==> src/hdl/iopc_pkg.sv <==
// Package: register offsets, layout and reset values of the pin controller
package iopc_pkg;
    localparam int IOPC_PINS = 32;
    localparam int IOPC_PLANES = 2;
    localparam int IOPC_AW = 8;
    // Register word offsets (byte addresses); each writable one has +4 set,
    // +8 clear and +C toggle beside the plain word slot (flag: +8 clear only, pin level: none)
    localparam logic [7:0] IOPC_OWN_OFS = 8'h00;
    localparam logic [7:0] IOPC_FSEL0_OFS = 8'h10;
    localparam logic [7:0] IOPC_FSEL1_OFS = 8'h20;
    localparam logic [7:0] IOPC_ODE_OFS = 8'h40;
    localparam logic [7:0] IOPC_OLV_OFS = 8'h50;
    localparam logic [7:0] IOPC_PLV_OFS = 8'h60;
    localparam logic [7:0] IOPC_PUE_OFS = 8'h70;
    localparam logic [7:0] IOPC_PDE_OFS = 8'h80;
    localparam logic [7:0] IOPC_IEN_OFS = 8'h90;
    localparam logic [7:0] IOPC_IM0_OFS = 8'hA0;
    localparam logic [7:0] IOPC_IM1_OFS = 8'hB0;
    localparam logic [7:0] IOPC_GFE_OFS = 8'hC0;
    localparam logic [7:0] IOPC_FLAG_OFS = 8'hD0;
    localparam logic [7:0] IOPC_DS0_OFS = 8'h30;
    localparam logic [7:0] IOPC_DS1_OFS = 8'hF0;
    // Access kinds in the low nibble
    localparam logic [3:0] IOPC_ACC_WR = 4'h0;
    localparam logic [3:0] IOPC_ACC_SET = 4'h4;
    localparam logic [3:0] IOPC_ACC_CLR = 4'h8;
    localparam logic [3:0] IOPC_ACC_TGL = 4'hC;
    // Reset values
    localparam logic [31:0] IOPC_OWN_RST = 32'hFFFF_FFFF;
    localparam logic [31:0] IOPC_ZERO_RST = 32'h0000_0000;
    // Interrupt mode codes: {im1,im0}
    localparam logic [1:0] IOPC_IM_CHANGE = 2'h0;
    localparam logic [1:0] IOPC_IM_RISE = 2'h1;
    localparam logic [1:0] IOPC_IM_FALL = 2'h2;
    localparam int IOPC_GROUP = 8;
endpackage

==> src/hdl/iopc_io_pin_controller.sv <==
// Pin controller for one 32-pin port: ownership, muxing, pads and interrupts
//
// Local design decisions: the address map and the plain strobed port.
module iopc_io_pin_controller
    import iopc_pkg::*;
#(
    parameter logic [31:0] PIN_PRESENT = 32'hFFFF_FFFF,
    parameter logic [31:0] OWN_RESET = IOPC_OWN_RST,
    parameter logic [31:0] PERIPH_PULL_SUP = 32'h0000_0000,
    parameter logic [31:0] PERIPH_DRV_SUP = 32'h0000_0000
) (
    input wire logic clk,
    input wire logic sys_rst,
    input wire logic [IOPC_AW-1:0] reg_addr,
    input wire logic [31:0] reg_wdata,
    input wire logic reg_wr,
    input wire logic reg_rd,
    output logic [31:0] reg_rdata,
    input wire logic [31:0] io_pin_in,
    output logic [31:0] io_pin_out,
    output logic [31:0] io_pin_oe_n,
    output logic [31:0] io_pin_pullup,
    output logic [31:0] io_pin_pulldown,
    output logic [31:0] io_pin_drv0,
    output logic [31:0] io_pin_drv1,
    output logic [1:0] periph_fsel [32],
    output logic [31:0] periph_in,
    input wire logic [31:0] periph_out [4],
    input wire logic [31:0] periph_oe [4],
    input wire logic [31:0] periph_pullup [4],
    input wire logic [31:0] periph_pulldown [4],
    input wire logic [31:0] periph_drv0 [4],
    input wire logic [31:0] periph_drv1 [4],
    output logic [3:0] irq_group
);

    ////////////////////////////////////////////////////////////////////////
    // Register storage

    logic [31:0] own_reg, fsel0_reg, fsel1_reg, ode_reg, olv_reg;
    logic [31:0] pue_reg, pde_reg, ien_reg, im0_reg, im1_reg, gfe_reg;
    logic [31:0] ds0_reg, ds1_reg, flag_reg, plv_reg;
    logic [31:0] rdata_reg;
    logic [31:0] sync_reg, filt_a_reg, filt_b_reg, filt_c_reg, prev_reg;

    // Bit update for a word/set/clear/toggle access, unused pins stay zero
    function automatic logic [31:0] acc_apply(input logic [31:0] cur,
                                              input logic [3:0] kind,
                                              input logic [31:0] wd);
        logic [31:0] r;
        r = cur;
        case (kind)
            IOPC_ACC_WR: r = wd;
            IOPC_ACC_SET: r = cur | wd;
            IOPC_ACC_CLR: r = cur & ~wd;
            IOPC_ACC_TGL: r = cur ^ wd;
            default: r = cur;
        endcase
        return r & PIN_PRESENT;
    endfunction

    // Address decode: upper nibble picks register, lower the access kind
    function automatic logic hit(input logic [IOPC_AW-1:0] a,
                                 input logic [7:0] ofs);
        return a[7:4] == ofs[7:4];
    endfunction

    // Offsets that match no register decode to nothing, so such
    // writes fall away and reads of them return zero
    wire [3:0] acc_kind = reg_addr[3:0];
    wire wr_own = reg_wr && hit(reg_addr, IOPC_OWN_OFS);
    wire wr_fs0 = reg_wr && hit(reg_addr, IOPC_FSEL0_OFS);
    wire wr_fs1 = reg_wr && hit(reg_addr, IOPC_FSEL1_OFS);
    wire wr_ode = reg_wr && hit(reg_addr, IOPC_ODE_OFS);
    wire wr_olv = reg_wr && hit(reg_addr, IOPC_OLV_OFS);
    wire wr_pue = reg_wr && hit(reg_addr, IOPC_PUE_OFS);
    wire wr_pde = reg_wr && hit(reg_addr, IOPC_PDE_OFS);
    wire wr_ien = reg_wr && hit(reg_addr, IOPC_IEN_OFS);
    wire wr_im0 = reg_wr && hit(reg_addr, IOPC_IM0_OFS);
    wire wr_im1 = reg_wr && hit(reg_addr, IOPC_IM1_OFS);
    wire wr_gfe = reg_wr && hit(reg_addr, IOPC_GFE_OFS);
    wire wr_ds0 = reg_wr && hit(reg_addr, IOPC_DS0_OFS);
    wire wr_ds1 = reg_wr && hit(reg_addr, IOPC_DS1_OFS);
    // Flag register only takes the clear access
    wire wr_flag = reg_wr && hit(reg_addr, IOPC_FLAG_OFS)
                   && acc_kind == IOPC_ACC_CLR;

    // Configuration registers; only advance on clk edges, so stopping
    // the clock simply freezes them
    always_ff @(posedge clk) begin
        if (sys_rst) begin
            // Pins start owned and undriven, so no pad glitches at reset
            own_reg <= OWN_RESET & PIN_PRESENT;
            fsel0_reg <= IOPC_ZERO_RST;
            fsel1_reg <= IOPC_ZERO_RST;
            ode_reg <= IOPC_ZERO_RST;
            olv_reg <= IOPC_ZERO_RST;
            pue_reg <= IOPC_ZERO_RST;
            pde_reg <= IOPC_ZERO_RST;
            ien_reg <= IOPC_ZERO_RST;
            im0_reg <= IOPC_ZERO_RST;
            im1_reg <= IOPC_ZERO_RST;
            gfe_reg <= IOPC_ZERO_RST;
            ds0_reg <= IOPC_ZERO_RST;
            ds1_reg <= IOPC_ZERO_RST;
        end else begin
            if (wr_own) own_reg <= acc_apply(own_reg, acc_kind, reg_wdata);
            if (wr_fs0) fsel0_reg <= acc_apply(fsel0_reg, acc_kind, reg_wdata);
            if (wr_fs1) fsel1_reg <= acc_apply(fsel1_reg, acc_kind, reg_wdata);
            if (wr_ode) ode_reg <= acc_apply(ode_reg, acc_kind, reg_wdata);
            if (wr_olv) olv_reg <= acc_apply(olv_reg, acc_kind, reg_wdata);
            if (wr_pue) pue_reg <= acc_apply(pue_reg, acc_kind, reg_wdata);
            if (wr_pde) pde_reg <= acc_apply(pde_reg, acc_kind, reg_wdata);
            if (wr_ien) ien_reg <= acc_apply(ien_reg, acc_kind, reg_wdata);
            if (wr_im0) im0_reg <= acc_apply(im0_reg, acc_kind, reg_wdata);
            if (wr_im1) im1_reg <= acc_apply(im1_reg, acc_kind, reg_wdata);
            if (wr_gfe) gfe_reg <= acc_apply(gfe_reg, acc_kind, reg_wdata);
            if (wr_ds0) ds0_reg <= acc_apply(ds0_reg, acc_kind, reg_wdata);
            if (wr_ds1) ds1_reg <= acc_apply(ds1_reg, acc_kind, reg_wdata);
        end
    end

    ////////////////////////////////////////////////////////////////////////
    // Pad multiplexing, purely combinational so peripherals keep their
    // pins while the clock is stopped

    logic [31:0] per_out, per_oe, per_pu, per_pd, per_d0, per_d1;
    genvar gi;
    generate
        for (gi = 0; gi < IOPC_PINS; gi++) begin : g_mux
            wire [1:0] fn = {fsel1_reg[gi], fsel0_reg[gi]};
            assign periph_fsel[gi] = fn;
            assign per_out[gi] = periph_out[fn][gi];
            assign per_oe[gi] = periph_oe[fn][gi];
            assign per_pu[gi] = periph_pullup[fn][gi];
            assign per_pd[gi] = periph_pulldown[fn][gi];
            assign per_d0[gi] = periph_drv0[fn][gi];
            assign per_d1[gi] = periph_drv1[fn][gi];
        end
    endgenerate

    // Owned pins follow the registers; others follow the peripheral
    wire [31:0] pmode = ~own_reg & PIN_PRESENT;
    wire [31:0] drive_en = (own_reg & ode_reg)
                           | (pmode & per_oe);
    assign io_pin_out = (own_reg & olv_reg) | (pmode & per_out);
    assign io_pin_oe_n = ~(drive_en & PIN_PRESENT);
    // Pad features fall back to registers where peripheral lacks support
    wire [31:0] pull_sel = pmode & PERIPH_PULL_SUP;
    wire [31:0] drv_sel = pmode & PERIPH_DRV_SUP;
    assign io_pin_pullup = ((pull_sel & per_pu) | (~pull_sel & pue_reg))
                           & PIN_PRESENT;
    assign io_pin_pulldown = ((pull_sel & per_pd) | (~pull_sel & pde_reg))
                             & PIN_PRESENT;
    assign io_pin_drv0 = ((drv_sel & per_d0) | (~drv_sel & ds0_reg))
                         & PIN_PRESENT;
    assign io_pin_drv1 = ((drv_sel & per_d1) | (~drv_sel & ds1_reg))
                         & PIN_PRESENT;
    // Peripheral inputs see the raw pin, never the filter
    assign periph_in = io_pin_in & pmode;

    ////////////////////////////////////////////////////////////////////////
    // Pin level capture and interrupt detection

    wire [31:0] plv_upd = (own_reg | ien_reg) & PIN_PRESENT;
    // Filter: a level counts once two successive samples agree; the
    // extra stages cost two cycles over the plain path, the price of
    // keeping pulses seen on a single edge away from the flags
    wire [31:0] filt_agree = ~(filt_b_reg ^ filt_c_reg);
    wire [31:0] det_in = (gfe_reg & ((filt_agree & filt_c_reg)
                         | (~filt_agree & prev_reg)))
                         | (~gfe_reg & sync_reg);
    wire [31:0] rise = det_in & ~prev_reg;
    wire [31:0] fall = ~det_in & prev_reg;
    logic [31:0] evt;
    always_comb begin
        for (int i = 0; i < IOPC_PINS; i++) begin
            case ({im1_reg[i], im0_reg[i]})
                IOPC_IM_CHANGE: evt[i] = rise[i] | fall[i];
                IOPC_IM_RISE: evt[i] = rise[i];
                IOPC_IM_FALL: evt[i] = fall[i];
                default: evt[i] = rise[i] | fall[i];
            endcase
        end
    end
    wire [31:0] evt_en = evt & ien_reg & PIN_PRESENT;

    // Level registers; the pin level register follows the pin only where it is owned or interrupt-enabled, else holds
    always_ff @(posedge clk) begin
        if (sys_rst) begin
            plv_reg <= IOPC_ZERO_RST;
            sync_reg <= IOPC_ZERO_RST;
            filt_a_reg <= IOPC_ZERO_RST;
            filt_b_reg <= IOPC_ZERO_RST;
            filt_c_reg <= IOPC_ZERO_RST;
            prev_reg <= IOPC_ZERO_RST;
            flag_reg <= IOPC_ZERO_RST;
        end else begin
            plv_reg <= (plv_upd & io_pin_in) | (~plv_upd & plv_reg);
            sync_reg <= io_pin_in;
            filt_a_reg <= io_pin_in;
            filt_b_reg <= filt_a_reg;
            filt_c_reg <= filt_b_reg;
            prev_reg <= det_in;
            // A new event wins over a clear in the same cycle
            flag_reg <= ((wr_flag ? flag_reg & ~reg_wdata : flag_reg)
                        | evt_en) & PIN_PRESENT;
        end
    end

    // One request line per group of eight pins
    generate
        for (gi = 0; gi < IOPC_PINS / IOPC_GROUP; gi++) begin : g_irq
            assign irq_group[gi] = |(flag_reg[gi*IOPC_GROUP +: IOPC_GROUP]
                                    & ien_reg[gi*IOPC_GROUP +: IOPC_GROUP]);
        end
    endgenerate

    ////////////////////////////////////////////////////////////////////////
    // Read port: data stands the cycle after the strobe, else zero

    logic [31:0] rd_mux;
    always_comb begin
        case (reg_addr[7:4])
            IOPC_OWN_OFS[7:4]: rd_mux = own_reg;
            IOPC_FSEL0_OFS[7:4]: rd_mux = fsel0_reg;
            IOPC_FSEL1_OFS[7:4]: rd_mux = fsel1_reg;
            IOPC_ODE_OFS[7:4]: rd_mux = ode_reg;
            IOPC_OLV_OFS[7:4]: rd_mux = olv_reg;
            IOPC_PLV_OFS[7:4]: rd_mux = plv_reg;
            IOPC_PUE_OFS[7:4]: rd_mux = pue_reg;
            IOPC_PDE_OFS[7:4]: rd_mux = pde_reg;
            IOPC_IEN_OFS[7:4]: rd_mux = ien_reg;
            IOPC_IM0_OFS[7:4]: rd_mux = im0_reg;
            IOPC_IM1_OFS[7:4]: rd_mux = im1_reg;
            IOPC_GFE_OFS[7:4]: rd_mux = gfe_reg;
            IOPC_FLAG_OFS[7:4]: rd_mux = flag_reg;
            IOPC_DS0_OFS[7:4]: rd_mux = ds0_reg;
            IOPC_DS1_OFS[7:4]: rd_mux = ds1_reg;
            default: rd_mux = IOPC_ZERO_RST;
        endcase
    end
    always_ff @(posedge clk) begin
        if (sys_rst) rdata_reg <= IOPC_ZERO_RST;
        else rdata_reg <= (reg_rd && reg_addr[3:0] == IOPC_ACC_WR)
                          ? rd_mux : IOPC_ZERO_RST;
    end
    assign reg_rdata = rdata_reg;

    ////////////////////////////////////////////////////////////////////////
    // Checks

    // Owned pin: pad follows the drive enable and level registers
    chk_owned_drive: assert property (
        @(posedge clk) disable iff (sys_rst)
        own_reg[0] |-> (io_pin_oe_n[0] == !ode_reg[0])
                       && (io_pin_out[0] == olv_reg[0]))
        else $error("owned pin drive mismatch");

    // Owned pin: pulls come from the controller's own registers
    chk_owned_pulls: assert property (
        @(posedge clk) disable iff (sys_rst)
        own_reg[0] |-> (io_pin_pullup[0] == pue_reg[0])
                       && (io_pin_pulldown[0] == pde_reg[0]))
        else $error("owned pin pull mismatch");

    // Owned pin: drive strength from the strength registers
    chk_owned_strength: assert property (
        @(posedge clk) disable iff (sys_rst)
        own_reg[0] |-> (io_pin_drv0[0] == ds0_reg[0])
                       && (io_pin_drv1[0] == ds1_reg[0]))
        else $error("owned pin strength mismatch");

    // Released pin: the selected function supplies the level
    chk_periph_drive: assert property (
        @(posedge clk) disable iff (sys_rst)
        !own_reg[0] |-> io_pin_out[0] == periph_out[periph_fsel[0]][0])
        else $error("peripheral output mismatch");

    // Released pin: the selected function decides the drive
    chk_periph_enable: assert property (
        @(posedge clk) disable iff (sys_rst)
        !own_reg[0] |-> io_pin_oe_n[0] == !periph_oe[periph_fsel[0]][0])
        else $error("peripheral enable mismatch");

    // Peripherals see the raw pin, and nothing while the pin is owned
    chk_periph_raw_in: assert property (
        @(posedge clk) disable iff (sys_rst)
        periph_in[0] == (io_pin_in[0] & !own_reg[0]))
        else $error("peripheral input mismatch");

    // Function number built from the two planes, plane zero lowest
    chk_fsel_number: assert property (
        @(posedge clk) disable iff (sys_rst)
        periph_fsel[4] == {fsel1_reg[4], fsel0_reg[4]})
        else $error("function number mismatch");

    // Set access only raises the written bits
    chk_set_access: assert property (
        @(posedge clk) disable iff (sys_rst)
        (reg_wr && reg_addr == (IOPC_OLV_OFS | 8'h04))
        |=> olv_reg == ($past(olv_reg) | $past(reg_wdata)))
        else $error("set access wrong");

    // Toggle access only flips the written bits
    chk_toggle_access: assert property (
        @(posedge clk) disable iff (sys_rst)
        (reg_wr && reg_addr == (IOPC_OLV_OFS | 8'h0C))
        |=> olv_reg == ($past(olv_reg) ^ $past(reg_wdata)))
        else $error("toggle access wrong");

    // Reads through a set, clear or toggle slot give zero
    chk_read_refused: assert property (
        @(posedge clk) disable iff (sys_rst)
        (reg_rd && reg_addr[3:0] != IOPC_ACC_WR)
        |=> reg_rdata == IOPC_ZERO_RST)
        else $error("read at access slot not zero");

    // Gated pin level keeps its old value to save power
    chk_level_hold: assert property (
        @(posedge clk) disable iff (sys_rst)
        (!own_reg[1] && !ien_reg[1]) |=> $stable(plv_reg[1]))
        else $error("pin level changed while gated");

    // Owned pin level follows the pad one cycle later
    chk_level_track: assert property (
        @(posedge clk) disable iff (sys_rst)
        own_reg[2] |=> plv_reg[2] == $past(io_pin_in[2]))
        else $error("pin level not tracked");

    // Unfiltered rising edge in rise mode sets the flag
    chk_rise_flag: assert property (
        @(posedge clk) disable iff (sys_rst)
        (ien_reg[20] && !gfe_reg[20] && im0_reg[20] && !im1_reg[20]
         && sync_reg[20] && !prev_reg[20]) |=> flag_reg[20])
        else $error("rising event lost");

    // Unfiltered falling edge in fall mode sets the flag
    chk_fall_flag: assert property (
        @(posedge clk) disable iff (sys_rst)
        (ien_reg[20] && !gfe_reg[20] && !im0_reg[20] && im1_reg[20]
         && !sync_reg[20] && prev_reg[20]) |=> flag_reg[20])
        else $error("falling event lost");

    // An event beats a clear that lands in the same cycle
    chk_event_wins: assert property (
        @(posedge clk) disable iff (sys_rst)
        (evt_en[20] && wr_flag && reg_wdata[20]) |=> flag_reg[20])
        else $error("event lost to clear");

    // While the samples disagree the detector holds its level
    chk_glitch_drop: assert property (
        @(posedge clk) disable iff (sys_rst)
        (gfe_reg[20] && filt_b_reg[20] != filt_c_reg[20])
        |-> det_in[20] == prev_reg[20])
        else $error("glitch passed filter");

    // A group request needs an enabled flag in its group
    chk_group_irq: assert property (
        @(posedge clk) disable iff (sys_rst)
        irq_group[2] |-> |(flag_reg[23:16] & ien_reg[23:16]))
        else $error("group irq without cause");

    // An enabled flag always reaches its group line
    chk_group_cause: assert property (
        @(posedge clk) disable iff (sys_rst)
        (flag_reg[20] && ien_reg[20]) |-> irq_group[2])
        else $error("group irq missing");
endmodule

==> config.mk <==
export PLATFORM = sky130hd
export DESIGN_NAME = iopc_io_pin_controller
export DESIGN_NICKNAME = d
export VERILOG_FILES = /design/src/hdl/iopc_pkg.sv /design/src/hdl/iopc_io_pin_controller.sv
export SDC_FILE = /design/constraint.sdc
export NUM_CORES = 2
export LEC_CHECK = 0
export BUFFER_PORTS_ARGS = -buffer_cell sky130_fd_sc_hd__buf_2
export CORE_AREA = 2 2 452 454
export DETAILED_ROUTE_END_ITERATION = 12
export DIE_AREA = 0 0 454 456
export MAX_ROUTING_LAYER = met4
export SYNTH_ARGS = -nofsm -noshare
export SYNTH_HDL_FRONTEND = slang
export SYNTH_SLANG_ARGS = --single-unit
==> constraint.sdc <==
create_clock -name clk -period 1.9 [get_ports clk]
set_input_delay 0.095 -clock clk [delete_from_list [all_inputs] [get_ports clk]]
set_output_delay 0.095 -clock clk [all_outputs]
set_load 0.1 [all_outputs]
# == Word level (Yosys, flattened, before mapping) ==
# Cells that the tools add are included.
# totals
ff_bits,640
inputBits,844
# classes
order_cmp,32
n_mux,239
bitwise_logic,140
reduce_logical,37
eq_ne,81
# ops
operator,n
$bmux 32 s2,64
$pmux 32 s4,13
$and 32x32->32,28
$or 32x32->32,20
$pmux 32 s15,1
$xor 32x32->32,14
$not 32->32,9
$mux 32,5
$mux 31,4
$mux 30,4
$mux 29,4
$mux 28,4
$mux 27,4
$mux 26,4
$mux 25,4
$ge 3x3->1 const B,32
$mux 24,4
$not 2->3,32
$mux 23,4
$mux 22,4
$mux 21,4
$mux 20,4
$mux 19,4
$mux 18,4
33 further kinds,255

# == Depth between registers and ports, before layout ==
# depth
ltp_word,13
ltp_mapped,8

# == Worst setup path after synthesis ==
# Ideal clock, no wire load.
# synth_path
path_type,flip-flop to output port
start,register fsel0_reg[28]
end,output io_pin_oe_n[28]
path_slack_ps,-1401
path_stages_with_launch,3
t_required_ps,1805
t_arrival_ps,3206
n_path_buf,0
path_cell_list,dfxtp_1 mux4_2 mux2i_1
# synth_via
elab_chain_cells,7
# synth_rtl
item,line,rtl
"start, declared",iopc_io_pin_controller.sv:40,"logic [31:0] own_reg, fsel0_reg, fsel1_reg, ode_reg, olv_reg;"
"start signal, assigned",iopc_io_pin_controller.sv:108,"if (wr_fs0) fsel0_reg <= acc_apply(fsel0_reg, acc_kind, reg_wdata);"
$not 2->3,-,
$bmux 32 s2,iopc_io_pin_controller.sv:134,assign per_oe[gi] = periph_oe[fn][gi];
$mux 29 (not written as such) (2 in series),iopc_io_pin_controller.sv:134,
$and 32x32->32,iopc_io_pin_controller.sv:145,| (pmode & per_oe);
$or 32x32->32,iopc_io_pin_controller.sv:145,
$not 32->32,iopc_io_pin_controller.sv:147,assign io_pin_oe_n = ~(drive_en & PIN_PRESENT);
"end, declared",iopc_io_pin_controller.sv:21,"output logic [31:0] io_pin_oe_n,"
# No other way between the ends. The select of a mux whose other input is x is not followed.

# == Worst setup path after layout ==
# layout_path
start,register fsel0_reg[18]
end,output io_pin_oe_n[18]
# layout_via
elab_chain_cells,7
# layout_rtl
item,line
$not 2->3,-
$bmux 32 s2,iopc_io_pin_controller.sv:134
$mux 19 (not written as such) (2 in series),iopc_io_pin_controller.sv:134
$and 32x32->32,iopc_io_pin_controller.sv:145
$or 32x32->32,iopc_io_pin_controller.sv:145
$not 32->32,iopc_io_pin_controller.sv:147
# No other way between the ends. The select of a mux whose other input is x is not followed.

==> metrics.cfg <==
[run_status]
status=finished with violations
violations=setup timing

[grt]
first_global_vias=47003
grt_pass1_wl_um=362000
grt_overflow=0
grt_max_degree=160
antenna_found_initial=32
grt_use_total=0.250

[min_path]
min_from=reg_wdata[28]
min_path_type=primary input to flop

[pwr]
powerDensity_nw_per_um2=539
ir_worst_vdd_mv=0.642
p_leak_nw=27.0

[sta]
period_needed_ps=2360
worst_pin_slew_ps=1080
min_period_over_period=1.24
finClkSkew_ps=37.7
report.final.setup_viol=69
hold_violations=0
final-max-slew-violation-count=0
holdWs_ps=48.9
max_slew_margin=0.280
setup-tns-final_ps=-15230
setup_ws_ps=-464
rsz0062_at_grt=yes
max_freq_mhz=423

[logic_synthesis]
synth_warnings=0
synth_top_family_by_area=compound AO/OA/AOI/OAI gates
synth-simple-area-share=0.0807
synth_top_area_share=0.261
synthTopCellsByCount=960 x ha_1, 640 x dfxtp_1, 516 x inv_1
muxShareOfSynthArea=0.0674
synth_nets=7146
postSynthAreaPerCell_sq_um=9.20
synth_fa_ha_area_frac=0.251
ys.flop_type=dfxtp_1
synth-compound-area-share=0.266
netlist_instances=5342
synth_area_leaders=dfxtp_1 26%, ha_1 24%, a211oi_1 6.4%
yosys.cell_count.top_type=ha_1
async_reset_ff_frac=0
synth-xor-area-share=0
ys_seq_elements=640
synthDistinctLibCells=75
synth_top_area_cell=dfxtp_1
synth_edf_count=0
syn_area_sq_um=49100
yosysSeqAreaShare=0.261

[drt]
wl_per_cell_um=28.8
dr.pass1.iters=6
dr_total_vias=49869
viasPerCell=5.47
drt_iter0_drc=5268
ant_nets=0
drc_errors=0
wl_um=262000

[finish]
syn2layout_area_growth_pct=35.8
fillerInstances=20471
fin_nets=8175
fin_area_sq_um=66700
layout-drive-gt1-share=0.310

[placement]
port_buffers=655
dpl_cell_area_sq_um=61900
pre_cts_ws_ps=-263
place.detailed.hpwl_um=202000
place.gp.congestion=1.07

[floorplanning]
die_w_um=454
die_h_um=456
ios=1168
die_area_sq_um=207000
rows=165
initial_core_util=0.244
core-area_sq_um=202000

[clock_tree]
clockBufferDepth=3
htree_levels=3
worstSkewPairLatency_ps=720
cts.sinks=640
cts_tree=done
clkTransAtPathRegs_ps=60
cts_buffers=79
cts-root-buf=clkbuf_16

[worst_setup_path]
arrival_ps=2270
crit_type=flop to output port
start_kind=flop
cp_max_fo=3
critPathCapture=io_pin_oe_n[18]
required_ps=1800
r2r_start=filt_b_reg[15]
rr_endpoint=flag_reg[15]
worst-r2r-setup-slack_ps=70
worstRegToRegCells=9
end_kind=output port
crit_path_start=fsel0_reg[18]

[job]
maxCapViolations=0

[cells by family after synthesis]
| logic type | after synthesis |
|---|---|
| AO/OA/AOI/OAI | 1704 |
| adder cells (fa/ha/maj) | 992 |
| buffers and inverters | 924 |
| AND/OR/NAND/NOR | 845 |
| flip-flops | 640 |
| multiplexers | 237 |
[layout make-up]
class,count,area [sq um],area share
Timing Repair Buffer,1355,11800,0.177
Sequential cell,640,13200,0.197
Antenna cell,18,45.0,0.000675
Multi-Input combinational cell,3778,33800,0.507
Tap cell,2672,3340,0.0501
Inverter,517,1960,0.0294
Clock buffer,111,2310,0.0346
Clock inverter,33,308,0.00461
[power by group]
group / switching [W] / total [W] / internal, W
registers: 0.000232 / 0.0138 / 0.0136
logic: 0.00388 / 0.00623 / 0.00235
clock network: 0.00695 / 0.0159 / 0.00896
total: 0.0111 / 0.0360 / 0.0249
[repair_timing]
item | in CTS | in global routing
resized for setup | 206 | 99
hold buffers | 59 | 0
setup endpoints to repair | 89 | 94
endpoints found under the hold margin | 100 | 0
buffers inserted | 51 | 15
pin swaps | 27 | 20
[layout by cell type, fill, tap and decap left out, types with 33 or more instances in the layout]
cell and count:
dlygate4sd3_1 59, ha_1 956, buf_12 223, a31oi_1 55, a21oi_1 247, clkbuf_16 82
dfxtp_2 154, a311oi_1 65, inv_1 510, nand2_1 123, a221oi_1 83, a211oi_1 418
mux2i_4 33, mux2i_1 97, buf_4 509, nor2_1 390, o22ai_1 33, a2111oi_0 180
o2bb2ai_1 277, a22oi_1 34, dfxtp_1 444, mux4_2 73, nand3_1 48, nor2b_1 131
a211oi_2 69, o21ai_0 73, buf_2 551, dfxtp_4 42
[metal layers]
metal / vias to the layer above / GRT usage / wire, um
met5: - / - / 0
met4: 0 / 0.132 / 16200
met3: 459 / 0.0382 / 20400
met2: 2417 / 0.351 / 108000
met1: 25033 / 0.342 / 118000
li1: 21960 / - / -
[worst min path at each step]
stage | end | depth (start not counted)
after global routing | reg_rdata[8] | 4
after global placement | sync_reg[3] | 2
final | flag_reg[28] | 5
after CTS | flag_reg[28] | 5
after detailed placement | sync_reg[3] | 2
after floorplan | sync_reg[0] | 1
[critical path: stages, from the launching register on]
cell	delay, ps
dfxtp_4	390
mux4_2	600
mux2i_4	340
buf_12	220
[through the flow]
| step | utilization | cells | power, W |
|---|---|---|---|
| detailed placement | 0.307 | 8840 | 0.0200 |
| CTS | 0.328 | 9093 | 0.0360 |
| global placement | 0.307 | 8840 | 0.0198 |
| global route | 0.331 | 9118 | 0.0369 |
| finish | 0.331 | 9124 | 0.0360 |
| floorplan | - | 5342 | 0.0170 |
Note: power is estimated with default switching activity, not from simulation.
